<file path="src/verilog/mbt_pkg.sv">
// Package of constants and types for the serial output generator
//----------------------------------------------------------------------
// What this block does
// [RQ1] Software writes next buffer within window a
// [RQ2] Guard window starts half baud plus one base
// [RQ3] Late buffer write starts next frame two bases later
// [RQ4] Bit sent at counter zero is the last
// [RQ5] Software writes bit count before the buffer
// [RQ6] Format bit one selects plain bit output
// [RQ7] Mode control resets to 10h; bit 7 enables
// [RQ8] Order bit zero MSB first, one LSB first
// [RQ9] Suspended pin drives the idle level bit
// [RQ10] Software stops before changing order, format, idle
// [RQ11] Mode control takes byte and bit writes
// [RQ12] Base clock select resets 00h, divides by 2^n
// [RQ13] Software stops before changing base clock select
// [RQ14] Divisor resets 1fh; below four acts as four
// [RQ15] Baud clock is divisor output halved again
// [RQ16] Software stops before changing the divisor
// [RQ17] Software keeps baud error within receiver tolerance
// [RQ18] Start copies count and buffer, raises load request
// [RQ19] Manchester output is data XOR baud clock
// [RQ20] Unused control bits always read zero
//----------------------------------------------------------------------
package mbt_pkg;

  // Register indices; byte address is four times the index
  localparam int ADDR_W = 18;
  localparam logic [15:0] IDX_MODE_CTRL = 16'hff4c;
  localparam logic [15:0] IDX_CLK_SEL = 16'hff4d;
  localparam logic [15:0] IDX_DIVISOR = 16'hff4e;
  localparam logic [15:0] IDX_BIT_COUNT = 16'hff50;
  localparam logic [15:0] IDX_TX_BUFFER = 16'hff51;
  localparam logic [15:0] IDX_STATUS = 16'hff52;

  // Reset values
  localparam logic [7:0] RST_MODE_CTRL = 8'h10;
  localparam logic [7:0] RST_CLK_SEL = 8'h00;
  localparam logic [7:0] RST_DIVISOR = 8'h1f;

  // Writable bit masks; all other bits stay zero
  localparam logic [7:0] MASK_MODE_CTRL = 8'h93;
  localparam logic [7:0] MASK_CLK_SEL = 8'h07;
  localparam logic [7:0] MASK_DIVISOR = 8'h1f;

  // Field positions in the mode control register
  localparam int POS_ENABLE = 7;
  localparam int POS_ORDER = 4;
  localparam int POS_FORMAT = 1;
  localparam int POS_IDLE = 0;

  // Status register field positions
  localparam int POS_ST_BUSY = 0;
  localparam int POS_ST_PEND = 1;
  localparam int POS_ST_GAP = 2;

  // Timing figures, in base clocks or codes
  localparam logic [4:0] K_MIN = 5'h04;
  localparam logic [2:0] SEL_MAX = 3'h5;
  localparam logic [1:0] GAP_TICKS = 2'h2;

  // Bus response codes
  localparam logic [1:0] RESP_OKAY = 2'h0;
  localparam logic [1:0] RESP_SLVERR = 2'h2;

  // Transmit sequencer states
  typedef enum logic [1:0] {MBT_IDLE, MBT_SHIFT, MBT_GAP} mbt_state_e;

endpackage : mbt_pkg

</file>
<file path="src/verilog/mbt_timing_if.sv">
// Interface between the transmit core and its baud timing generator
`timescale 1ns/100ps
interface mbt_timing_if;
  logic restart;     // Hold timing at start of a bit
  logic [2:0] clk_sel; // Base clock select code
  logic [4:0] divisor; // Raw divisor field
  logic base_tick;   // One base clock enable pulse
  logic half_tick;   // Divisor counter output pulse
  logic baud_lvl;    // Baud clock level, low in first half
  logic pre_half;    // Last base clock before half boundary

  modport gen (input restart, input clk_sel, input divisor,
               output base_tick, output half_tick, output baud_lvl, output pre_half);
  modport core (output restart, output clk_sel, output divisor,
                input base_tick, input half_tick, input baud_lvl, input pre_half);
endinterface : mbt_timing_if

</file>
<file path="src/verilog/mbt_baud_gen.sv">
// Base clock prescaler and baud divider
`timescale 1ns/100ps
module mbt_baud_gen
  import mbt_pkg::*;
(
  input wire logic core_clk_i,
  input wire logic nrst_i,
  mbt_timing_if.gen tim
);

  //--------------------------------------------------------------------
  // State
  //--------------------------------------------------------------------
  typedef struct packed {
    logic [4:0] pre;  // Free running prescaler
    logic [4:0] kcnt; // Divisor counter
    logic baud;       // Baud clock level
  } mbt_gen_s;

  mbt_gen_s st_q;
  mbt_gen_s st_d;
  logic [2:0] sel;    // Clamped select code
  logic [4:0] k_eff;  // Effective divisor
  logic [4:0] pmask;  // Prescaler mask

  //--------------------------------------------------------------------
  // Decode
  //--------------------------------------------------------------------
  // Codes above five act as five
  assign sel = (tim.clk_sel > SEL_MAX) ? SEL_MAX : tim.clk_sel;
  // [RQ12] Divide by power of two
  assign pmask = 5'((6'h01 << sel) - 6'h01);
  // [RQ14] Floor the divisor at four
  assign k_eff = (tim.divisor < K_MIN) ? K_MIN : tim.divisor;

  assign tim.base_tick = ((st_q.pre & pmask) == pmask);
  assign tim.pre_half = (st_q.kcnt == k_eff - 5'h01);
  assign tim.half_tick = tim.base_tick && tim.pre_half;
  assign tim.baud_lvl = st_q.baud;

  //--------------------------------------------------------------------
  // Next state
  //--------------------------------------------------------------------
  always_comb
  begin
    st_d = st_q;
    st_d.pre = st_q.pre + 5'h01;
    if (tim.restart)
    begin
      // Align to the start of a bit
      st_d.kcnt = 5'h00;
      st_d.baud = 1'b0;
    end
    else if (tim.half_tick)
    begin
      // [RQ15] Halve the counter output
      st_d.kcnt = 5'h00;
      st_d.baud = ~st_q.baud;
    end
    else if (tim.base_tick)
    begin
      st_d.kcnt = st_q.kcnt + 5'h01;
    end
  end

  // State register
  always_ff @(posedge core_clk_i)
  begin
    if (!nrst_i)
    begin
      st_q <= '0;
    end
    else
    begin
      st_q <= st_d;
    end
  end

endmodule : mbt_baud_gen

</file>
<file path="src/verilog/mbt_tx.sv">
// Serial output generator: registers, AXI4-Lite slave and transmit core
//
// Register access over AXI4-Lite was left to the implementer.
`timescale 1ns/100ps
module mbt_tx
  import mbt_pkg::*;
(
  input wire logic core_clk_i,
  input wire logic nrst_i,
  input wire logic [mbt_pkg::ADDR_W-1:0] s_axi_awaddr,
  input wire logic s_axi_awvalid,
  output logic s_axi_awready,
  input wire logic [31:0] s_axi_wdata,
  input wire logic [3:0] s_axi_wstrb,
  input wire logic s_axi_wvalid,
  output logic s_axi_wready,
  output logic [1:0] s_axi_bresp,
  output logic s_axi_bvalid,
  input wire logic s_axi_bready,
  input wire logic [mbt_pkg::ADDR_W-1:0] s_axi_araddr,
  input wire logic s_axi_arvalid,
  output logic s_axi_arready,
  output logic [31:0] s_axi_rdata,
  output logic [1:0] s_axi_rresp,
  output logic s_axi_rvalid,
  input wire logic s_axi_rready,
  output logic serial_out_pin_o,
  output logic tx_load_irq_o
);

  //--------------------------------------------------------------------
  // Register selector
  //--------------------------------------------------------------------
  typedef enum logic [2:0] {
    MBT_R_NONE, MBT_R_MODE, MBT_R_CLK, MBT_R_DIV, MBT_R_CNT, MBT_R_BUF, MBT_R_STAT
  } mbt_reg_e;

  // Word index to register; used by both bus channels
  function automatic mbt_reg_e reg_decode(input logic [ADDR_W-1:0] addr);
    logic [15:0] idx;
    idx = 16'(addr[ADDR_W-1:2]);
    if (idx == IDX_MODE_CTRL)
      reg_decode = MBT_R_MODE;
    else if (idx == IDX_CLK_SEL)
      reg_decode = MBT_R_CLK;
    else if (idx == IDX_DIVISOR)
      reg_decode = MBT_R_DIV;
    else if (idx == IDX_BIT_COUNT)
      reg_decode = MBT_R_CNT;
    else if (idx == IDX_TX_BUFFER)
      reg_decode = MBT_R_BUF;
    else if (idx == IDX_STATUS)
      reg_decode = MBT_R_STAT;
    else
      reg_decode = MBT_R_NONE;
  endfunction : reg_decode

  //--------------------------------------------------------------------
  // State
  //--------------------------------------------------------------------
  typedef struct packed {
    logic [7:0] mode;       // Mode control
    logic [7:0] clk_sel;    // Base clock select
    logic [7:0] divisor;    // Baud divisor
    logic [2:0] bit_count;  // Bit count for next load
    logic [7:0] tx_buf;     // Transmit buffer
    logic pending;          // Buffer written, not yet loaded
    logic late;             // Buffer written inside guard
    mbt_state_e state;      // Sequencer state
    logic [2:0] cnt;        // Bits left counter
    logic [7:0] shift;      // Shift register
    logic [1:0] gap;        // Base clocks spent in gap
    logic pin;              // Output pin level
    logic irq;              // Load request pulse
    logic aw_full;          // Write address held
    logic [ADDR_W-1:0] aw_addr;
    logic w_full;           // Write data held
    logic [7:0] w_data;
    logic w_lane;           // Low byte lane enabled
    logic bvalid;
    logic [1:0] bresp;
    logic rvalid;
    logic [1:0] rresp;
    logic [31:0] rdata;
  } mbt_core_s;

  mbt_core_s st_q;
  mbt_core_s st_d;
  mbt_timing_if tim();
  logic enable;       // Operation enabled
  logic lsb_first;    // Shift order
  logic plain_fmt;    // Bit sequential format
  logic idle_lvl;     // Level while suspended
  logic cur_bit;      // Data bit now on the line
  logic bit_end;      // Last base clock of a bit
  logic in_guard;     // Inside the guard window
  logic load;         // Start of a transfer
  mbt_reg_e wsel;     // Write target
  mbt_reg_e rsel;     // Read target

  //--------------------------------------------------------------------
  // Baud timing
  //--------------------------------------------------------------------
  mbt_baud_gen u_baud (
    .core_clk_i (core_clk_i),
    .nrst_i (nrst_i),
    .tim (tim)
  );

  assign tim.clk_sel = st_q.clk_sel[2:0];
  assign tim.divisor = st_q.divisor[4:0];
  // Timing idles at bit start unless shifting
  assign tim.restart = (st_q.state != MBT_SHIFT) || load;

  //--------------------------------------------------------------------
  // Control decode
  //--------------------------------------------------------------------
  assign enable = st_q.mode[POS_ENABLE];
  // [RQ8] Order bit selects shift end
  assign lsb_first = st_q.mode[POS_ORDER];
  assign plain_fmt = st_q.mode[POS_FORMAT];
  assign idle_lvl = st_q.mode[POS_IDLE];
  assign cur_bit = lsb_first ? st_q.shift[0] : st_q.shift[7];
  assign bit_end = tim.half_tick && tim.baud_lvl;
  // [RQ2] Half baud plus one base clock
  assign in_guard = (st_q.state == MBT_SHIFT) && (st_q.cnt == 3'h0)
                    && (tim.baud_lvl || tim.pre_half);
  assign wsel = reg_decode(st_q.aw_addr);
  assign rsel = reg_decode(s_axi_araddr);

  // Load when a buffer value waits and the line is free
  always_comb
  begin
    load = 1'b0;
    if (enable && st_q.pending)
    begin
      if (st_q.state == MBT_IDLE)
        load = 1'b1;
      // [RQ4] Counter zero marks the last bit
      else if (st_q.state == MBT_SHIFT && bit_end && st_q.cnt == 3'h0 && !st_q.late)
        load = 1'b1;
      // [RQ3] Two base clocks after last bit
      else if (st_q.state == MBT_GAP && tim.base_tick && st_q.gap == GAP_TICKS - 2'h1)
        load = 1'b1;
    end
  end

  //--------------------------------------------------------------------
  // Next state
  //--------------------------------------------------------------------
  always_comb
  begin
    st_d = st_q;
    st_d.irq = 1'b0;

    // Transmit sequencer
    case (st_q.state)
      MBT_IDLE:
      begin
        st_d.gap = 2'h0;
      end
      MBT_SHIFT:
      begin
        if (bit_end)
        begin
          if (st_q.cnt == 3'h0)
          begin
            // Last bit done: chain, wait out gap, or stop
            if (st_q.pending && st_q.late)
            begin
              st_d.state = MBT_GAP;
              st_d.gap = 2'h0;
            end
            else
            begin
              st_d.state = MBT_IDLE;
            end
          end
          else
          begin
            st_d.cnt = st_q.cnt - 3'h1;
            st_d.shift = lsb_first ? {1'b0, st_q.shift[7:1]} : {st_q.shift[6:0], 1'b0};
          end
        end
      end
      MBT_GAP:
      begin
        if (tim.base_tick)
          st_d.gap = st_q.gap + 2'h1;
      end
      default:
      begin
        st_d.state = MBT_IDLE;
      end
    endcase

    // [RQ18] Copy count and buffer, pulse request
    if (load)
    begin
      st_d.state = MBT_SHIFT;
      st_d.cnt = st_q.bit_count;
      st_d.shift = lsb_first ? st_q.tx_buf : st_q.tx_buf << (3'h7 - st_q.bit_count);
      st_d.pending = 1'b0;
      st_d.late = 1'b0;
      st_d.irq = 1'b1;
    end

    // Stopping operation aborts any transfer
    if (!enable)
    begin
      st_d.state = MBT_IDLE;
      st_d.pending = 1'b0;
      st_d.late = 1'b0;
    end

    // Output pin
    if (st_d.state != MBT_SHIFT || !enable)
      // [RQ9] Suspended line shows idle level
      st_d.pin = idle_lvl;
    else if (load)
      st_d.pin = plain_fmt ? (lsb_first ? st_d.shift[0] : st_d.shift[7])
                           : (lsb_first ? st_d.shift[0] : st_d.shift[7]);
    // [RQ6] Format bit picks plain data
    else if (plain_fmt)
      st_d.pin = cur_bit;
    else
      // [RQ19] Manchester: data XOR baud
      // Use the baud level of the next cycle so the registered pin inverts at the half boundary
      st_d.pin = cur_bit ^ (tim.baud_lvl ^ tim.half_tick);
    if (!load && st_q.state == MBT_SHIFT && bit_end && st_q.cnt != 3'h0)
      st_d.pin = lsb_first ? st_d.shift[0] : st_d.shift[7];
    else if (!load && st_q.state == MBT_SHIFT && bit_end)
      st_d.pin = idle_lvl;

    // Write channels are taken independently
    if (s_axi_awvalid && s_axi_awready)
    begin
      st_d.aw_full = 1'b1;
      st_d.aw_addr = s_axi_awaddr;
    end
    if (s_axi_wvalid && s_axi_wready)
    begin
      st_d.w_full = 1'b1;
      st_d.w_data = s_axi_wdata[7:0];
      st_d.w_lane = s_axi_wstrb[0];
    end

    // Perform the write once both halves are held
    if (st_q.aw_full && st_q.w_full && !st_q.bvalid)
    begin
      st_d.aw_full = 1'b0;
      st_d.w_full = 1'b0;
      st_d.bvalid = 1'b1;
      st_d.bresp = RESP_OKAY;
      if (wsel == MBT_R_NONE)
        st_d.bresp = RESP_SLVERR;
      else if (st_q.w_lane)
      begin
        if (wsel == MBT_R_MODE)
          // [RQ11] Full byte, masked to live bits
          // [RQ20] Unused bits forced to zero
          st_d.mode = st_q.w_data & MASK_MODE_CTRL;
        else if (wsel == MBT_R_CLK)
          st_d.clk_sel = st_q.w_data & MASK_CLK_SEL;
        else if (wsel == MBT_R_DIV)
          st_d.divisor = st_q.w_data & MASK_DIVISOR;
        else if (wsel == MBT_R_CNT)
          st_d.bit_count = st_q.w_data[2:0];
        else if (wsel == MBT_R_BUF && st_d.mode[POS_ENABLE])
        begin
          // Write wins over a same-cycle load
          st_d.tx_buf = st_q.w_data;
          st_d.pending = 1'b1;
          st_d.late = in_guard;
        end
      end
    end
    if (st_q.bvalid && s_axi_bready)
      st_d.bvalid = 1'b0;

    // Read channel, answer one cycle after address
    if (s_axi_arvalid && s_axi_arready)
    begin
      st_d.rvalid = 1'b1;
      st_d.rresp = RESP_OKAY;
      st_d.rdata = 32'h0;
      if (rsel == MBT_R_MODE)
        st_d.rdata[7:0] = st_q.mode;
      else if (rsel == MBT_R_CLK)
        st_d.rdata[7:0] = st_q.clk_sel;
      else if (rsel == MBT_R_DIV)
        st_d.rdata[7:0] = st_q.divisor;
      else if (rsel == MBT_R_CNT)
        st_d.rdata[2:0] = st_q.bit_count;
      else if (rsel == MBT_R_BUF)
        st_d.rdata[7:0] = st_q.tx_buf;
      else if (rsel == MBT_R_STAT)
      begin
        st_d.rdata[POS_ST_BUSY] = (st_q.state != MBT_IDLE);
        st_d.rdata[POS_ST_PEND] = st_q.pending;
        st_d.rdata[POS_ST_GAP] = (st_q.state == MBT_GAP);
      end
      else
        st_d.rresp = RESP_SLVERR;
    end
    else if (st_q.rvalid && s_axi_rready)
      st_d.rvalid = 1'b0;
  end

  //--------------------------------------------------------------------
  // State register
  //--------------------------------------------------------------------
  always_ff @(posedge core_clk_i)
  begin
    if (!nrst_i)
    begin
      st_q <= '0;
      // [RQ7] Mode control reset value
      st_q.mode <= RST_MODE_CTRL;
      // [RQ12] Base clock select reset value
      st_q.clk_sel <= RST_CLK_SEL;
      // [RQ14] Divisor reset value
      st_q.divisor <= RST_DIVISOR;
      st_q.state <= MBT_IDLE;
      st_q.bresp <= RESP_OKAY;
      st_q.rresp <= RESP_OKAY;
    end
    else
    begin
      st_q <= st_d;
    end
  end

  //--------------------------------------------------------------------
  // Outputs
  //--------------------------------------------------------------------
  assign s_axi_awready = !st_q.aw_full;
  assign s_axi_wready = !st_q.w_full;
  assign s_axi_bvalid = st_q.bvalid;
  assign s_axi_bresp = st_q.bresp;
  assign s_axi_arready = !st_q.rvalid;
  assign s_axi_rvalid = st_q.rvalid;
  assign s_axi_rdata = st_q.rdata;
  assign s_axi_rresp = st_q.rresp;
  assign serial_out_pin_o = st_q.pin;
  assign tx_load_irq_o = st_q.irq;

endmodule : mbt_tx
</file>
<file path="config.mk">
export PLATFORM = sky130hd
export DESIGN_NAME = mbt_tx
export DESIGN_NICKNAME = d
export VERILOG_FILES = /design/src/verilog/mbt_pkg.sv /design/src/verilog/mbt_timing_if.sv /design/src/verilog/mbt_baud_gen.sv /design/src/verilog/mbt_tx.sv
export SDC_FILE = /design/constraint.sdc
export NUM_CORES = 1
export LEC_CHECK = 0
export BUFFER_PORTS_ARGS = -buffer_cell sky130_fd_sc_hd__buf_2
export CAP_MARGIN = 10
export CORE_UTILIZATION = 49
export CTS_CLUSTER_DIAMETER = 120
export DETAILED_ROUTE_END_ITERATION = 6
export GPL_TIMING_DRIVEN = 0
export PLACE_DENSITY = 0.77
export SYNTH_ARGS = -nofsm -noshare
export SYNTH_HDL_FRONTEND = slang
export SYNTH_SLANG_ARGS = --single-unit
export TNS_END_PERCENT = 10
</file>
<file path="constraint.sdc">
create_clock -name core_clk_i -period 3.3 [get_ports core_clk_i]
set_clock_uncertainty 0.1 [all_clocks]
set_input_delay 0.66 -clock core_clk_i [delete_from_list [all_inputs] [get_ports core_clk_i]]
set_output_delay 0.66 -clock core_clk_i [all_outputs]
set_load 0.02 [all_outputs]
</file>
* After elaboration in Yosys (flattened, before gate mapping)
Index checks and enable logic that the tools add are counted.
** Storage, ports and cells
- Word-level logic and storage cells :: 201
- Bits in registers :: 96
** Cells by class
- Shifts and indexed selects :: 2
- Muxes and demuxes :: 65
- Add/sub/neg operators :: 7
- Reductions and logical operators :: 53
- Bitwise gates (word level) :: 10
- Order comparisons :: 2
- Equality and inequality tests :: 35
** Operators with widths (number)
- $eq A16 B16 Y1 const B :: 12
- $mux W3 :: 16
- $mux W2 :: 20
- $mux W8 :: 5
- $mux W15 :: 2
- $logic_and A1 B1 Y1 :: 22
- $mux W11 :: 2
- $eq A3 B3 Y1 const B :: 5
- $mux W5 :: 3
- $mux W1 :: 14
- $eq A3 B2 Y1 const B :: 4
- $add A5 B1 Y5 const B :: 2
- $eq A5 B5 Y1 :: 2
- $reduce_and A5 Y1 :: 2
- $sub A5 B1 Y5 const B :: 2
- $ne A2 B1 Y1 const B :: 4
- $reduce_and A8 Y1 :: 1
- $reduce_bool A2 Y1 :: 4
- $reduce_or A2 Y1 :: 4
- $shl A8 B3 Y8 :: 1
- $logic_not A1 Y1 :: 7
- $not A1 Y1 :: 7
- $reduce_and A7 Y1 :: 1
- $eq A3 B1 Y1 const B :: 2
- other kinds (22) :: 30

* Logic depth before layout (Yosys ltp)
Gate-level depths: netlist of run 1.
- Depth in word-level cells :: 24
- Depth in mapped cells :: 13

* Cells and area by module
From an unflattened synthesis of run 1, not the netlist that was laid out.
** Second synthesis, totals
- Cell total of the unflattened synthesis :: 604
- Area, all modules :: 5044.8 µm²
** By module, submodules not included
- mbt_tx :: cells each 514, times used 1, area an instance 4289.1 µm², sequential area each 1621.6 µm²
- mbt_baud_gen :: cells each 90, times used 1, area an instance 755.7 µm², sequential area each 220.2 µm²

* Worst setup path after synthesis of run 1
Ideal clock, no wire load.
- Path kind :: register -> register
- Start point :: register, netlist name st_q[101]
- End point :: register st_q[75] (netlist bit)
- Arrival time :: 3.395 ns
- Library setup time :: 0.120 ns
- Required time :: 3.080 ns
- Period minus slack after synthesis :: 3.615 ns
- Path slack :: -0.315 ns
- Path buffers :: 1
- Cell stages (with the launch flop) :: 14
- Cells stage by stage :: dfxtp_1 > clkbuf_1 > o31ai_1 > ha_1 > or3b_1 > a21oi_1 > o221ai_1 > nor3_1 > ha_1 > nand3b_1 > a211oi_2 > nor2_1 > and3_1 > o31a_1
** On the way
- Cells in the longest elaborated chain, start to end :: 14
- Elaborated cells on any way between the ends :: 17
** RTL lines
- $lt A5 B3 Y1 :: RTL line mbt_baud_gen.sv:34 : assign k_eff = (tim.divisor < K_MIN) ? K_MIN : tim.divisor;
- $mux W5 * :: RTL line mbt_baud_gen.sv:34
- $sub A5 B1 Y5 * :: RTL line mbt_baud_gen.sv:37 : assign tim.pre_half = (st_q.kcnt == k_eff - 5'h01);
- $eq A5 B5 Y1 * :: RTL line mbt_baud_gen.sv:37
- $logic_and A1 B1 Y1 * :: RTL line mbt_baud_gen.sv:38 : assign tim.half_tick = tim.base_tick && tim.pre_half;
- via tim.half_tick :: RTL line mbt_timing_if.sv:8 : logic half_tick;
- $logic_and A1 B1 Y1 * :: RTL line mbt_tx.sv:124 : assign bit_end = tim.half_tick && tim.baud_lvl;
- $logic_and A1 B1 Y1 (3 in a row) :: RTL line mbt_tx.sv:140 : else if (st_q.state == MBT_SHIFT && bit_end && st_q.cnt == 3'h0 && !st_q.late)
- $mux W1 :: RTL line mbt_tx.sv:140
- $mux W1 :: RTL line mbt_tx.sv:137 : if (st_q.state == MBT_IDLE)
- $mux W1 :: RTL line mbt_tx.sv:135 : if (enable && st_q.pending)
- $ne A2 B2 Y1 (no line) or $reduce_bool A2 Y1 (tied branches)
- $reduce_and A3 Y1 (no line)
- to (signal assigned) :: RTL line mbt_tx.sv:330 : st_q <= st_d;
- to (decl) :: RTL line mbt_tx.sv:87 : mbt_core_s st_q;
Mark *: on every way through the listed nets, which the timed path passes. The rest lies on a longest branch.
A chain may end at the register's enable or synchronous reset.

* Worst setup path in the final report of run 1
- Start point :: register, netlist name st_q[99]
- End point :: register st_q[76] (netlist bit)
** On the way
- Cells in the longest elaborated chain, start to end :: 14
- Elaborated cells on any way between the ends :: 17
** RTL lines (RTL line)
- $lt A5 B3 Y1 :: mbt_baud_gen.sv:34
- $mux W5 * :: mbt_baud_gen.sv:34
- $sub A5 B1 Y5 * :: mbt_baud_gen.sv:37
- $eq A5 B5 Y1 * :: mbt_baud_gen.sv:37
- $logic_and A1 B1 Y1 * :: mbt_baud_gen.sv:38
- via tim.half_tick :: mbt_timing_if.sv:8
- $logic_and A1 B1 Y1 * :: mbt_tx.sv:124
- $logic_and A1 B1 Y1 (3 in a row) :: mbt_tx.sv:140
- $mux W1 :: mbt_tx.sv:140
- $mux W1 :: mbt_tx.sv:137
- $mux W1 :: mbt_tx.sv:135
- $ne A2 B2 Y1 (no line) or $reduce_bool A2 Y1 (tied branches)
- $reduce_and A3 Y1 (no line)
Marks and branches as above.

==> results_tabular.tex, run 1 <==
\begin{tabular}{lr}
\hline
Metric & Value \\
\hline
\multicolumn{2}{l}{\textbf{Status}} \\
Status & complete, but fails checks \\
Failing checks & negative setup slack \\
\multicolumn{2}{l}{\textbf{Placement}} \\
\# placed instances & 854 \\
Number of port buffers & 62 \\
Final Wtd Congestion & 0.886 \\
DP Worst Slack & -434 ps \\
Post-DP HPWL & 9.83 mm \\
\multicolumn{2}{l}{\textbf{Drt}} \\
Pre-antenna DRT Iters & 5 \\
Via count & 4992 \\
Count of antenna-violating nets left after detailed routing & 0 \\
Number of violations reported at the end of detailed-routing iteration 0 & 479 \\
Remaining routing DRC violations & 0 \\
Total length of routed wires & 13.7 mm \\
Detail-routed via count per cell & 5.63 \\
Routed wire length per instance & roughly 15 um \\
\multicolumn{2}{l}{\textbf{Power}} \\
Power density over the cells & 346 nW/um\^{}2 \\
Leakage power & approximately 2.5 nW \\
Power Total & 0.00213 W \\
Worst supply voltage drop on vdd & roughly 330 uV \\
\multicolumn{2}{l}{\textbf{Synthesis}} \\
Most numerous cell types in the synthesized netlist & sky130\_fd\_sc\_hd\_\_nand2\_1, sky130\_fd\_sc\_hd\_\_dfxtp\_1, sky130\_fd\_sc\_hd\_\_a21oi\_1 \\
Library cell occupying the most area in the post-synthesis netlist & sky130\_fd\_sc\_hd\_\_dfxtp\_1 \\
Yosys synthesis warning count & 0 \\
Number of distinct library cells after synthesis & 74 \\
EDFF count, synth & 0 \\
Synthesized netlist cell count & between 600 and 700 \\
Netlist area before placement & 5090 sq um \\
Sequential element share of the synthesized area & 36.1\% \\
Ys async rst share & 0\% \\
Top-count cell post-synth & sky130\_fd\_sc\_hd\_\_nand2\_1 \\
Number of flip-flops and latches in the synthesized netlist & 92 \\
Largest cells by area after synthesis & sky130\_fd\_sc\_hd\_\_dfxtp\_1, sky130\_fd\_sc\_hd\_\_nand2\_1, sky130\_fd\_sc\_hd\_\_mux2i\_1 \\
Leading register cell type out of synthesis & sky130\_fd\_sc\_hd\_\_dfxtp\_1 \\
Share of the synthesized area in the top cell type & between 30\% and 40\% \\
Synthesized area per cell & $\sim$8 sq um \\
\multicolumn{2}{l}{\textbf{GRT}} \\
Global-route wire length before repair & $\sim$22 mm \\
Vias in the first global route & 4644 \\
Global Route met1 Usage & 31.1\% \\
Global routing usage on met2 & between 40\% and 50\% \\
Number of antenna violations at the first check in global routing & 0 \\
Maximum number of pins on one net before global-route repair & 19 \\
GR Util met3 & roughly 3.4\% \\
Total global-route track usage & $\sim$25\% \\
GRT Max-Usage Layer & met2 \\
Congestion Overflow GR & 0 \\
\multicolumn{2}{l}{\textbf{STA}} \\
Post-route minimum period & between 3000 and 4000 ps \\
Final setup violation count & 8 \\
Least setup slack across all paths after layout & -48.5 ps \\
Worst slew margin relative to its limit & about half \\
Final Hold Fails & 0 \\
Count of final max-slew check failures & 0 \\
Top achievable clock speed & 299 MHz \\
Setup TNS & -218 ps \\
Actual slew at the worst max-slew pin & around 750 ps \\
Crit share post-route & 101\% \\
Setup repair after global routing missed its margin & true \\
\multicolumn{2}{l}{\textbf{Worst setup path}} \\
Max Fanout on Critical Path & 7 \\
Arrival time of the worst setup path & 3560 ps \\
Nature of the critical path startpoint & flip-flop \\
Nature of the critical path endpoint & flip-flop \\
Required time at the endpoint of the critical path & 3510 ps \\
R2r worst-path depth & 11 \\
Class of the most critical setup path & reg -> reg \\
\multicolumn{2}{l}{\textbf{CTS}} \\
Number of sinks driven by the clock tree & 92 \\
Clock latency at the later pin of the worst-skew pair & 370 ps \\
Maximum count of clock buffers along a single path & 2 \\
Clk Tree Root Cell & sky130\_fd\_sc\_hd\_\_clkbuf\_8 \\
Number of levels the H-tree was split into & 3 \\
CTS tree & yes \\
Inserted Clock Buffers & 9 \\
Cts-stage hold buffer count & 0 \\
Clk slew on worst S/H paths & 100 ps \\
\multicolumn{2}{l}{\textbf{Floorplan}} \\
Die area & 10800 sq um \\
Height of the chip & 104 um \\
Core region area & 9910 sq um \\
Floorplan die width & 104 um \\
Cell row count & 36 \\
Initial standard-cell utilization of the core & 51.4\% \\
Number of primary I/O pins & roughly 120 \\
\multicolumn{2}{l}{\textbf{Min path}} \\
Class of the worst hold path & reg -> reg \\
Hold path cells & 2 \\
\multicolumn{2}{l}{\textbf{Final layout}} \\
Filler-free cell count of the finished design & between 800 and 900 \\
Flip-flop count of the largest register, all copies and words added & 63 \\
Count of nets after finishing & 835 \\
Register ranked first by flip-flop count & st\_q \\
Synth-to-Final Area Change & 20.9\% \\
\# fillers & 906 \\
Proportion of layout cells with a drive suffix above 1 & 24.3\% \\
Count of antenna diodes in the layout & 0 \\
\multicolumn{2}{l}{\textbf{Flow run}} \\
Max-cap check violation count & 0 \\
\hline
\end{tabular}
[cell families (layout without fill, tap and decap cells)]
kind of cell | after synthesis | count (layout) | synth area share (%)
XOR/XNOR | 11 | 11 | 1.89
flip-flops | 92 | 92 | 36.1
AND/OR/NAND/NOR | 254 | 254 | 24.7
AO/OA/AOI/OAI | 141 | 141 | 18.4
buffers and inverters | 92 | 186 | 9.63
adder cells (fa/ha/maj) | 8 | 8 | 1.96
multiplexers | 35 | 35 | 7.20
other | 1 | 26 | 0.0736
[power breakdown]
part / total [W] / switching [W] / internal, W
Sequential: 0.00116 / 0.0000277 / 0.00114
Clock: 0.000753 / 0.000457 / 0.000296
Combinational: 0.000212 / 0.000127 / 0.0000850
Total: 0.00213 / 0.000612 / 0.00152
[per-stage QoR]
stage / util [%] / cell area, sq um / hold WS (ps)
floorplan: - / 5260 / 332
global placement: 57.9 / 5730 / 341
detailed placement: 57.9 / 5730 / 350
CTS: 60.8 / 6030 / 359
global route: 62.2 / 6160 / 362
finish: 62.2 / 6160 / 362
[final cells by class]
type	instances	area (sq um)	area share, %
inverters	22	82.6	1.34
well taps	133	166	2.70
clock buffers	9	124	2.01
repair buffers	80	449	7.29
flip-flops and latches	92	1860	30.1
multi-input cells	475	3000	48.7
plain buffers	68	415	6.74
clock inverters	7	65.1	1.06
[routing by layer]
layer  part of all wire [%]  vias to the layer above
met1                     43                     2334
met4                    1.6                        0
met5                      0                        -
li1                       -                     2407
met3                    6.2                       29
met2                     50                      222
[final timing paths]
check / from / to / slack, ps
setup / recovery: st_q[99]$_SDFFE_PN1P_ / st_q[76]$_SDFFE_PN0P_ / -50
hold / removal: st_q[64]$_SDFFE_PN0P_ / st_q[64]$_SDFFE_PN0P_ / 360
setup reg to reg: st_q[99]$_SDFFE_PN1P_ / st_q[76]$_SDFFE_PN0P_ / -50
hold reg to reg: st_q[64]$_SDFFE_PN0P_ / st_q[64]$_SDFFE_PN0P_ / 360
[critical path, stage by stage, from the launching register on]
cell and delay (ps):
sky130_fd_sc_hd__dfxtp_4 400, sky130_fd_sc_hd__o31ai_4 280, sky130_fd_sc_hd__ha_2 230, sky130_fd_sc_hd__or3b_4 390, sky130_fd_sc_hd__a21oi_2 150, sky130_fd_sc_hd__o221ai_2 150
sky130_fd_sc_hd__nor3_4 230, sky130_fd_sc_hd__ha_2 230, sky130_fd_sc_hd__nand3b_1 180, sky130_fd_sc_hd__a211o_4 420, sky130_fd_sc_hd__a222oi_1 330, sky130_fd_sc_hd__o31a_1 200
[placed cells by master (no fill, tap or decap), types with 9 or more instances in the layout]
master / synthesis / routed
sky130_fd_sc_hd__nor3_1: 13 / 12
sky130_fd_sc_hd__clkbuf_8: 0 / 9
sky130_fd_sc_hd__nand4_1: 9 / 9
sky130_fd_sc_hd__clkbuf_1: 26 / 22
sky130_fd_sc_hd__nand3_1: 19 / 18
sky130_fd_sc_hd__dfxtp_1: 92 / 87
sky130_fd_sc_hd__buf_4: 37 / 54
sky130_fd_sc_hd__a31oi_1: 9 / 9
sky130_fd_sc_hd__nor2b_1: 11 / 11
sky130_fd_sc_hd__inv_1: 21 / 21
sky130_fd_sc_hd__nor2_1: 46 / 44
sky130_fd_sc_hd__nand2b_1: 9 / 9
sky130_fd_sc_hd__nand2_1: 107 / 106
sky130_fd_sc_hd__mux2i_1: 31 / 30
sky130_fd_sc_hd__buf_2: 5 / 67
sky130_fd_sc_hd__conb_1: 1 / 26
sky130_fd_sc_hd__a21oi_1: 59 / 58
[repair_timing]
| item | in CTS | in global routing |
|---|---|---|
| pin swaps | 10 | 18 |
| gates cloned | 0 | 0 |
| setup buffers | 9 | 9 |
| gates resized for setup | 13 | 17 |
| endpoints found under the setup margin | 16 | 21 |
Power figures use the tool's default switching activity.
==> inputs of run 2 (changes only) <==
Settings changed: SYNTH_HIERARCHICAL set to 1.
==> run 2 against run 1 <==
Compared with the run above:
- the flow still finishes with violations (negative setup slack)
- die area decreased by 0.97%
- core utilization about the same
- sequential cell count unchanged
- fmax decreased by 1.6%
- wire length decreased by 6.7%
- global-route usage about the same
- register-to-register slack got worse by 50 ps
==> results_tabular.tex, run 2 <==
\begin{tabular}{lr}
\hline
Metric & Value \\
\hline
\multicolumn{2}{l}{\textbf{STA}} \\
Post-route minimum period & 3400 ps (+54.2 ps) \\
Setup repair after global routing missed its margin & true \\
Top achievable clock speed & 294 MHz (-1.6\%) \\
Final setup violation count & 6 (-2) \\
Least setup slack across all paths after layout & -103 ps (-54.2 ps) \\
Crit share post-route & 103\% (+1.6 points) \\
Worst slew margin relative to its limit & 51.9\% (+1.9 points) \\
Final Hold Fails & 0 (unchanged) \\
Count of final max-slew check failures & 0 (unchanged) \\
Actual slew at the worst max-slew pin & 721 ps (-29.7 ps) \\
\multicolumn{2}{l}{\textbf{Final layout}} \\
Count of antenna diodes in the layout & 0 (unchanged) \\
Count of nets after finishing & 809 (-3.1\%) \\
Commonest cells after routing, fill and taps aside & sky130\_fd\_sc\_hd\_\_nand2\_1, sky130\_fd\_sc\_hd\_\_dfxtp\_1, sky130\_fd\_sc\_hd\_\_buf\_2 \\
Register ranked first by flip-flop count & st\_q \\
Most frequent standard cell in the layout excluding fill and tap cells & sky130\_fd\_sc\_hd\_\_nand2\_1 \\
Flip-flop count of the largest register, all copies and words added & 63 (unchanged) \\
Proportion of layout cells with a drive suffix above 1 & 25.5\% (+1.2 points) \\
Synth-to-Final Area Change & 21.5\% \\
Filler-free cell count of the finished design & 858 (-3.2\%) \\
\# fillers & 845 (-6.7\%) \\
\multicolumn{2}{l}{\textbf{Drt}} \\
Number of violations reported at the end of detailed-routing iteration 0 & 319 (-33\%) \\
Total length of routed wires & 12.8 mm (-6.7\%) \\
Count of antenna-violating nets left after detailed routing & 0 (unchanged) \\
Via count & 4746 (-4.9\%) \\
Routed wire length per instance & 14.9 um (-3.6\%) \\
Pre-antenna DRT Iters & 5 (unchanged) \\
Detail-routed via count per cell & 5.53 (-1.8\%) \\
Remaining routing DRC violations & 0 (unchanged) \\
\multicolumn{2}{l}{\textbf{Power}} \\
Worst supply voltage drop on vdd & 259 uV (-21\%) \\
Leakage power & 2.66 nW (+6.2\%) \\
Power Total & 0.00212 W (-0.64\%) \\
Power density over the cells & 345 nW/um\^{}2 (-0.13\%) \\
\multicolumn{2}{l}{\textbf{CTS}} \\
Clock latency at the later pin of the worst-skew pair & 370 ps (about the same) \\
Cts-stage hold buffer count & 0 (unchanged) \\
CTS tree & yes \\
Maximum count of clock buffers along a single path & 2 (unchanged) \\
Inserted Clock Buffers & 9 (unchanged) \\
Number of levels the H-tree was split into & 3 (unchanged) \\
Clk Tree Root Cell & sky130\_fd\_sc\_hd\_\_clkbuf\_8 \\
Number of sinks driven by the clock tree & 92 (unchanged) \\
Clk slew on worst S/H paths & 100 ps (about the same) \\
\multicolumn{2}{l}{\textbf{Synthesis}} \\
Simple-gate portion of the synthesized area & 23.2\% (-1.5 points) \\
EDFF count, synth & 0 (unchanged) \\
Number of distinct library cells after synthesis & 67 (-9.5\%) \\
Xor/xnor cell area share of the yosys netlist & 1.56\% (-0.33 points) \\
Top-count cell post-synth & sky130\_fd\_sc\_hd\_\_nand2\_1 \\
Share of synthesized cell area in full adder, half adder and majority cells & 2.48\% (+0.52 points) \\
Complex-gate fraction of the synthesized area & 17.3\% (-1.1 points) \\
Number of flip-flops and latches in the synthesized netlist & 92 (unchanged) \\
Netlist area before placement & 5040 sq um (-0.98\%) \\
Share of the synthesized area in the top cell type & 36.5\% (+0.36 points) \\
Synthesized area per cell & 8.35 sq um (+3.9\%) \\
Multiplexer area fraction after synthesis & 9.77\% (+2.6 points) \\
Leading register cell type out of synthesis & sky130\_fd\_sc\_hd\_\_dfxtp\_1 \\
Synthesized netlist cell count & 604 (-4.7\%) \\
Most numerous cell types in the synthesized netlist & sky130\_fd\_sc\_hd\_\_nand2\_1, sky130\_fd\_sc\_hd\_\_dfxtp\_1, sky130\_fd\_sc\_hd\_\_a21oi\_1 \\
Sequential element share of the synthesized area & 36.5\% (+0.36 points) \\
Yosys synthesis warning count & 6 (+6) \\
Combinational family with the most area after synthesis & simple AND/OR/NAND/NOR gates \\
Ys async rst share & 0\% (unchanged) \\
Library cell occupying the most area in the post-synthesis netlist & sky130\_fd\_sc\_hd\_\_dfxtp\_1 \\
Largest cells by area after synthesis & sky130\_fd\_sc\_hd\_\_dfxtp\_1, sky130\_fd\_sc\_hd\_\_mux2i\_1, sky130\_fd\_sc\_hd\_\_nand2\_1 \\
\multicolumn{2}{l}{\textbf{Floorplan}} \\
Cell row count & 36 (unchanged) \\
Floorplan die width & 103 um (-0.49\%) \\
Die area & 10700 sq um (-0.97\%) \\
Number of primary I/O pins & 122 (unchanged) \\
Core region area & 9860 sq um (-0.45\%) \\
Height of the chip & 103 um (-0.49\%) \\
Initial standard-cell utilization of the core & 51.1\% (-0.27 points) \\
\multicolumn{2}{l}{\textbf{Flow run}} \\
Max-cap check violation count & 0 (unchanged) \\
\multicolumn{2}{l}{\textbf{Worst setup path}} \\
Nature of the critical path endpoint & flip-flop \\
Nature of the critical path startpoint & flip-flop \\
Max Fanout on Critical Path & 5 (-2) \\
Arrival time of the worst setup path & 3600 ps (+40 ps) \\
Required time at the endpoint of the critical path & 3500 ps (about the same) \\
Class of the most critical setup path & reg -> reg \\
\multicolumn{2}{l}{\textbf{GRT}} \\
Number of antenna violations at the first check in global routing & 0 (unchanged) \\
Total global-route track usage & 24.7\% (about the same) \\
Maximum number of pins on one net before global-route repair & 19 (unchanged) \\
Global-route wire length before repair & 20.3 mm (-7.0\%) \\
Congestion Overflow GR & 0 (unchanged) \\
Vias in the first global route & 4375 (-5.8\%) \\
\multicolumn{2}{l}{\textbf{Placement}} \\
Final Wtd Congestion & 0.960 (+8.3\%) \\
DP Worst Slack & -484 ps (-49.8 ps) \\
\# placed instances & 825 (-3.4\%) \\
Number of port buffers & 63 (+1.6\%) \\
Post-DP HPWL & 9.41 mm (-4.3\%) \\
\multicolumn{2}{l}{\textbf{Min path}} \\
Class of the worst hold path & in -> reg \\
\multicolumn{2}{l}{\textbf{Status}} \\
Status & complete, but fails checks \\
Failing checks & negative setup slack \\
\hline
\end{tabular}
run 2: changes by cell type in the layout (fill, tap and decap cells not counted), sizes merged, moves of 5 or more:
cell / delta
a31oi: -7
a22oi: -5
nand2: -12
o211ai: +8
mux2i: +7
nand3b: +5
run 2: worst paths after layout:
kind | startpoint | endpoint | slack [ps] | cells past startpoint
min reg2reg | st_q[58]$_SDFFE_PN0P_ | st_q[58]$_SDFFE_PN0P_ | 360 | 2
max | st_q[101]$_SDFFE_PN1P_ | st_q[70]$_SDFFE_PN0P_ | -100 | 12
min | s_axi_rready | s_axi_rvalid$_SDFFE_PN0P_ | 360 | 2
max reg2reg | st_q[101]$_SDFFE_PN1P_ | st_q[70]$_SDFFE_PN0P_ | -100 | 12
run 2: kinds of logic (layout without fill, tap and decap cells):
family / Yosys count / in the layout
adder cells (fa/ha/maj): 10 / 10
buffers and inverters: 84 / 180
XOR/XNOR: 9 / 9
AND/OR/NAND/NOR: 230 / 230
other: 1 / 26
AO/OA/AOI/OAI: 133 / 133
multiplexers: 45 / 45
flip-flops: 92 / 92
run 2: layer usage:
metal	track usage, %	vias up	wire (um)
met1	29.0	2233	5310
met3	5.04	26	734
li1	-	2305	-
met5	0	-	0
met2	44.4	182	6520
met4	9.21	0	228
run 2: report_power, final:
group	total (W)	switching (W)	internal (W)
combinational	0.000214	0.000130	0.0000839
sequential	0.00116	0.0000237	0.00114
clock	0.000741	0.000446	0.000295
run 2: what timing repair did:
item                                    CTS  global route
endpoints found under the setup margin   24            24
pin swaps                                 8            14
buffers inserted                         14             3
resized for setup                         5            20
run 2: metrics by stage:
step                      TNS (ps)  instance area (sq um)  util (%)  hold slack [ps]
final                         -197                   6130      62.1              356
after global placement       -3290                   5700      57.8              340
after global routing         -1700                   6130      62.1              348
after floorplan               -145                   5220         -              331
after CTS                     -170                   6010      60.9              340
after detailed placement     -4850                   5700      57.8              347
run 2: cell type report:
type / instances / area, sq um / area share [%]
multi-input combinational: 453 / 2990 / 48.9
sequential: 92 / 1850 / 30.2
timing repair buffer: 80 / 454 / 7.41
buffer: 64 / 397 / 6.47
tap: 133 / 166 / 2.72
clock buffer: 9 / 124 / 2.02
inverter: 20 / 75.1 / 1.22
clock inverter: 7 / 65.1 / 1.06
run 2: worst max-delay path, cell delays in order, from the launching register on:
cell                      delay (ps)
sky130_fd_sc_hd__dfxtp_4         390
sky130_fd_sc_hd__o31ai_4         260
sky130_fd_sc_hd__ha_2            210
sky130_fd_sc_hd__or3b_4          400
sky130_fd_sc_hd__a21oi_4         180
sky130_fd_sc_hd__o21ai_4          80
sky130_fd_sc_hd__nor3_4          240
sky130_fd_sc_hd__ha_4            190
sky130_fd_sc_hd__buf_6           120
sky130_fd_sc_hd__nand4_1         130
sky130_fd_sc_hd__a221o_1         400
sky130_fd_sc_hd__or4b_1          490
sky130_fd_sc_hd__a21oi_1         130
==> inputs of run 3 (changes only) <==
Settings changed: ABC_AREA set to 1, PLACE_DENSITY 0.77 to 0.76.
==> run 3 against run 2 <==
Compared with the run above:
- critical path depth is 7 higher
- hold slack better by 11 ps
- synthesized area is 7.0% higher
- highest routed layer unchanged
- combinational power is 7% higher
- non-clock buffer count is 20 lower
- critical path type unchanged
- global-route usage is 0.78 points lower
- the flow now finishes without violations
==> results_tabular.tex, run 3 <==
\begin{tabular}{lr}
\hline
Metric & Value \\
\hline
\multicolumn{2}{l}{\textbf{Power}} \\
Power density over the cells & 362 nW/um\^{}2 (+5.0\%) \\
Leakage power & 3.00 nW (+13\%) \\
Power Total & 0.00226 W (+7.0\%) \\
Worst supply voltage drop on vdd & 237 uV (-8.4\%) \\
\multicolumn{2}{l}{\textbf{Drt}} \\
Routed wire length per instance & 12.1 um (-19\%) \\
Number of violations reported at the end of detailed-routing iteration 0 & 358 (+12\%) \\
Pre-antenna DRT Iters & 7 (+2) \\
Remaining routing DRC violations & 0 (unchanged) \\
Via count & 5381 (+13\%) \\
Count of antenna-violating nets left after detailed routing & 0 (unchanged) \\
Total length of routed wires & 13.0 mm (+1.5\%) \\
Detail-routed via count per cell & 5.02 (-9.2\%) \\
\multicolumn{2}{l}{\textbf{STA}} \\
Final Hold Fails & 0 (unchanged) \\
Setup TNS & 0 ps (+197 ps) \\
Top achievable clock speed & 330 MHz (+12\%) \\
Setup repair after global routing missed its margin & false \\
Actual slew at the worst max-slew pin & 678 ps (-42.7 ps) \\
Crit share post-route & 91.7\% (-11 points) \\
Count of final max-slew check failures & 0 (unchanged) \\
Worst slew margin relative to its limit & 54.8\% (+2.9 points) \\
Final setup violation count & 0 (-6) \\
Post-route minimum period & 3030 ps (-376 ps) \\
\multicolumn{2}{l}{\textbf{Placement}} \\
Final Wtd Congestion & 0.947 (-1.3\%) \\
Post-DP HPWL & 9.98 mm (+6.0\%) \\
\# placed instances & 1053 (+28\%) \\
Standard cell area after detailed placement & 5980 sq um (+5.0\%) \\
Number of port buffers & 64 (+1.6\%) \\
\multicolumn{2}{l}{\textbf{CTS}} \\
Maximum count of clock buffers along a single path & 2 (unchanged) \\
CTS tree & yes \\
Cts-stage hold buffer count & 0 (unchanged) \\
Clk Tree Root Cell & sky130\_fd\_sc\_hd\_\_clkbuf\_8 \\
Inserted Clock Buffers & 9 (unchanged) \\
Clk slew on worst S/H paths & 90 ps (about the same) \\
Number of sinks driven by the clock tree & 92 (unchanged) \\
Clock latency at the later pin of the worst-skew pair & 370 ps (about the same) \\
Number of levels the H-tree was split into & 3 (unchanged) \\
\multicolumn{2}{l}{\textbf{GRT}} \\
Vias in the first global route & 4628 (+5.8\%) \\
Number of antenna violations at the first check in global routing & 0 (unchanged) \\
Maximum number of pins on one net before global-route repair & 16 (-3) \\
Global-route wire length before repair & 21.6 mm (+6.3\%) \\
Total global-route track usage & 23.9\% (-0.78 points) \\
Congestion Overflow GR & 0 (unchanged) \\
\multicolumn{2}{l}{\textbf{Floorplan}} \\
Floorplan die width & 107 um (+3.4\%) \\
Core region area & 10500 sq um (+6.5\%) \\
Height of the chip & 107 um (+3.4\%) \\
Cell row count & 37 (+2.8\%) \\
Die area & 11400 sq um (+6.8\%) \\
Initial standard-cell utilization of the core & 51.4\% (+0.21 points) \\
Number of primary I/O pins & 122 (unchanged) \\
\multicolumn{2}{l}{\textbf{Synthesis}} \\
EDFF count, synth & 0 (unchanged) \\
Synthesized netlist cell count & 828 (+37\%) \\
Netlist area before placement & 5400 sq um (+7.0\%) \\
Synthesized area per cell & 6.52 sq um (-22\%) \\
Library cell occupying the most area in the post-synthesis netlist & sky130\_fd\_sc\_hd\_\_dfxtp\_1 \\
Share of the synthesized area in the top cell type & 34.1\% (-2.4 points) \\
Largest cells by area after synthesis & sky130\_fd\_sc\_hd\_\_dfxtp\_1, sky130\_fd\_sc\_hd\_\_nand2\_1, sky130\_fd\_sc\_hd\_\_nor2\_1 \\
Leading register cell type out of synthesis & sky130\_fd\_sc\_hd\_\_dfxtp\_1 \\
Yosys synthesis warning count & 6 (unchanged) \\
Most numerous cell types in the synthesized netlist & sky130\_fd\_sc\_hd\_\_nand2\_1, sky130\_fd\_sc\_hd\_\_nor2\_1, sky130\_fd\_sc\_hd\_\_inv\_1 \\
Number of distinct library cells after synthesis & 42 (-37\%) \\
Ys async rst share & 0\% (unchanged) \\
Top-count cell post-synth & sky130\_fd\_sc\_hd\_\_nand2\_1 \\
Number of flip-flops and latches in the synthesized netlist & 92 (unchanged) \\
Sequential element share of the synthesized area & 34.1\% (-2.4 points) \\
\multicolumn{2}{l}{\textbf{Flow run}} \\
Max-cap check violation count & 0 (unchanged) \\
\multicolumn{2}{l}{\textbf{Final layout}} \\
Fraction of the core area covered by cells at the end of the flow & 59.4\% (-2.7 points) \\
Filler-free cell count of the finished design & 1071 (+25\%) \\
Proportion of layout cells with a drive suffix above 1 & 17.6\% (-7.9 points) \\
Synth-to-Final Area Change & 15.7\% \\
Flip-flop count of the largest register, all copies and words added & 63 (unchanged) \\
Count of antenna diodes in the layout & 0 (unchanged) \\
Final standard cell area without fillers & 6240 sq um (+1.9\%) \\
Count of nets after finishing & 1019 (+26\%) \\
Register ranked first by flip-flop count & st\_q \\
Most frequent standard cell in the layout excluding fill and tap cells & sky130\_fd\_sc\_hd\_\_nand2\_1 \\
Commonest cells after routing, fill and taps aside & sky130\_fd\_sc\_hd\_\_nand2\_1, sky130\_fd\_sc\_hd\_\_nor2\_1, sky130\_fd\_sc\_hd\_\_inv\_1 \\
\# fillers & 1074 (+27\%) \\
\multicolumn{2}{l}{\textbf{Worst setup path}} \\
Cell seen most often among critical-path stages & sky130\_fd\_sc\_hd\_\_nand2\_1 \\
Arrival time of the worst setup path & 3210 ps (-390 ps) \\
Nature of the critical path startpoint & flip-flop \\
Required time at the endpoint of the critical path & 3480 ps (-20 ps) \\
Max Fanout on Critical Path & 10 (+5) \\
Crit path max-delay cell type & sky130\_fd\_sc\_hd\_\_dfxtp\_1 \\
Class of the most critical setup path & reg -> reg \\
Number of buffers and inverters on the critical path & 4 (+3) \\
Peak per-stage delay on the critical path & 410 ps (-80 ps) \\
Nature of the critical path endpoint & flip-flop \\
Worst path top cell family by delay & simple AND/OR/NAND/NOR gates \\
Chain of cells forming the critical path & inv\_2 -> nand3\_2 -> ha\_1 -> nor2\_1 -> a21oi\_2 -> nand3\_2 -> nor2\_4 -> nand4\_4 -> inv\_1 -> ha\_1 -> nand2\_1 -> nor2\_1 -> nand2\_1 -> nand2\_1 -> nand2\_1 -> buf\_4 -> nand2\_2 -> inv\_1 -> a221oi\_1 \\
\multicolumn{2}{l}{\textbf{Min path}} \\
Class of the worst hold path & in -> reg \\
\multicolumn{2}{l}{\textbf{Status}} \\
Status & completed \\
\hline
\end{tabular}
run 3: cell count changes after synthesis, moves of 10 or more:
| cell | delta |
|---|---|
| sky130_fd_sc_hd__nand3_1 | +38 |
| sky130_fd_sc_hd__nor2b_1 | -12 |
| sky130_fd_sc_hd__mux2i_1 | -37 |
| sky130_fd_sc_hd__o21ai_0 | +48 |
| sky130_fd_sc_hd__clkbuf_1 | -10 |
| sky130_fd_sc_hd__nand4_1 | +16 |
| sky130_fd_sc_hd__nand2_1 | +96 |
| sky130_fd_sc_hd__inv_1 | +88 |
| sky130_fd_sc_hd__nor2_1 | +65 |
run 3: worst paths after layout:
check	cells past startpoint	slack, ps	start	endpoint
worst min register to register	2	370	s_axi_rdata[0]$_SDFFE_PN0P_	s_axi_rdata[0]$_SDFFE_PN0P_
worst max register to register	19	270	st_q[107]$_SDFFE_PN0P_	st_q[76]$_SDFFE_PN0P_
worst min-delay path	2	370	s_axi_bready	s_axi_bvalid$_SDFFE_PP0P_
worst max-delay path	19	270	st_q[107]$_SDFFE_PN0P_	st_q[76]$_SDFFE_PN0P_
run 3: worst reg2reg max path, cell delays in order, from the launching register on:
cell and delay, ps:
sky130_fd_sc_hd__dfxtp_1 410, sky130_fd_sc_hd__inv_2 120, sky130_fd_sc_hd__nand3_2 80, sky130_fd_sc_hd__ha_1 280, sky130_fd_sc_hd__nor2_1 40, sky130_fd_sc_hd__a21oi_2 110, sky130_fd_sc_hd__nand3_2 100, sky130_fd_sc_hd__nor2_4 170
sky130_fd_sc_hd__nand4_4 140, sky130_fd_sc_hd__inv_1 80, sky130_fd_sc_hd__ha_1 150, sky130_fd_sc_hd__nand2_1 90, sky130_fd_sc_hd__nor2_1 100, sky130_fd_sc_hd__nand2_1 80, sky130_fd_sc_hd__nand2_1 60, sky130_fd_sc_hd__nand2_1 100
sky130_fd_sc_hd__buf_4 210, sky130_fd_sc_hd__nand2_2 120, sky130_fd_sc_hd__inv_1 120, sky130_fd_sc_hd__a221oi_1 260
run 3: final cells by class:
type / count / area [sq um] / share of cell area [%]
clock inverter: 6 / 86.3 / 1.38
sequential: 92 / 1850 / 29.6
tap: 136 / 170 / 2.73
inverter: 116 / 435 / 6.97
buffer: 58 / 364 / 5.83
multi-input combinational: 587 / 2860 / 45.9
clock buffer: 10 / 138 / 2.20
timing repair buffer: 66 / 335 / 5.37
run 3: through the flow:
| stage | setup slack, ps | hold slack, ps |
|---|---|---|
| after floorplan | 553 | 330 |
| after global placement | 37.0 | 348 |
| after detailed placement | 39.5 | 356 |
| after CTS | 10.3 | 364 |
| after global routing | 0.0471 | 381 |
| final | 273 | 367 |
run 3: logic make-up (layout without fill, tap and decap cells):
logic type / after synthesis / in the layout / synth area share [%]
muxes: 1 / 1 / 0.185
buffers and inverters: 174 / 256 / 14.8
xor gates and xnor gates: 4 / 4 / 0.649
AOI/OAI and AO/OA: 136 / 136 / 13.8
other: 1 / 26 / 0.0695
DFF: 92 / 92 / 34.1
adders and majority gates: 10 / 10 / 2.32
and+or+nand+nor: 410 / 410 / 34.1
run 3: power by group:
| group | internal, W | leakage (nW) | total, W | switching, W |
|---|---|---|---|---|
| registers | 0.00114 | 0.749 | 0.00117 | 0.0000247 |
| logic | 0.0000845 | 2.14 | 0.000229 | 0.000145 |
| clock network | 0.000448 | 0.113 | 0.000866 | 0.000418 |
| total | 0.00168 | 3.00 | 0.00226 | 0.000587 |
run 3: timing repair:
item,4_1_cts,5_1_grt
buffers inserted,0,2
resized for setup,0,11
setup endpoints to repair,0,15
run 3: routing by layer:
| metal | wire length, um | vias up | track usage [%] |
|---|---|---|---|
| met1 | 5980 | 2351 | 31.8 |
| li1 | - | 2808 | - |
| met4 | 242 | 0 | 8.71 |
| met3 | 862 | 17 | 2.92 |
| met2 | 5900 | 205 | 39.8 |
| met5 | 0 | - | 0 |
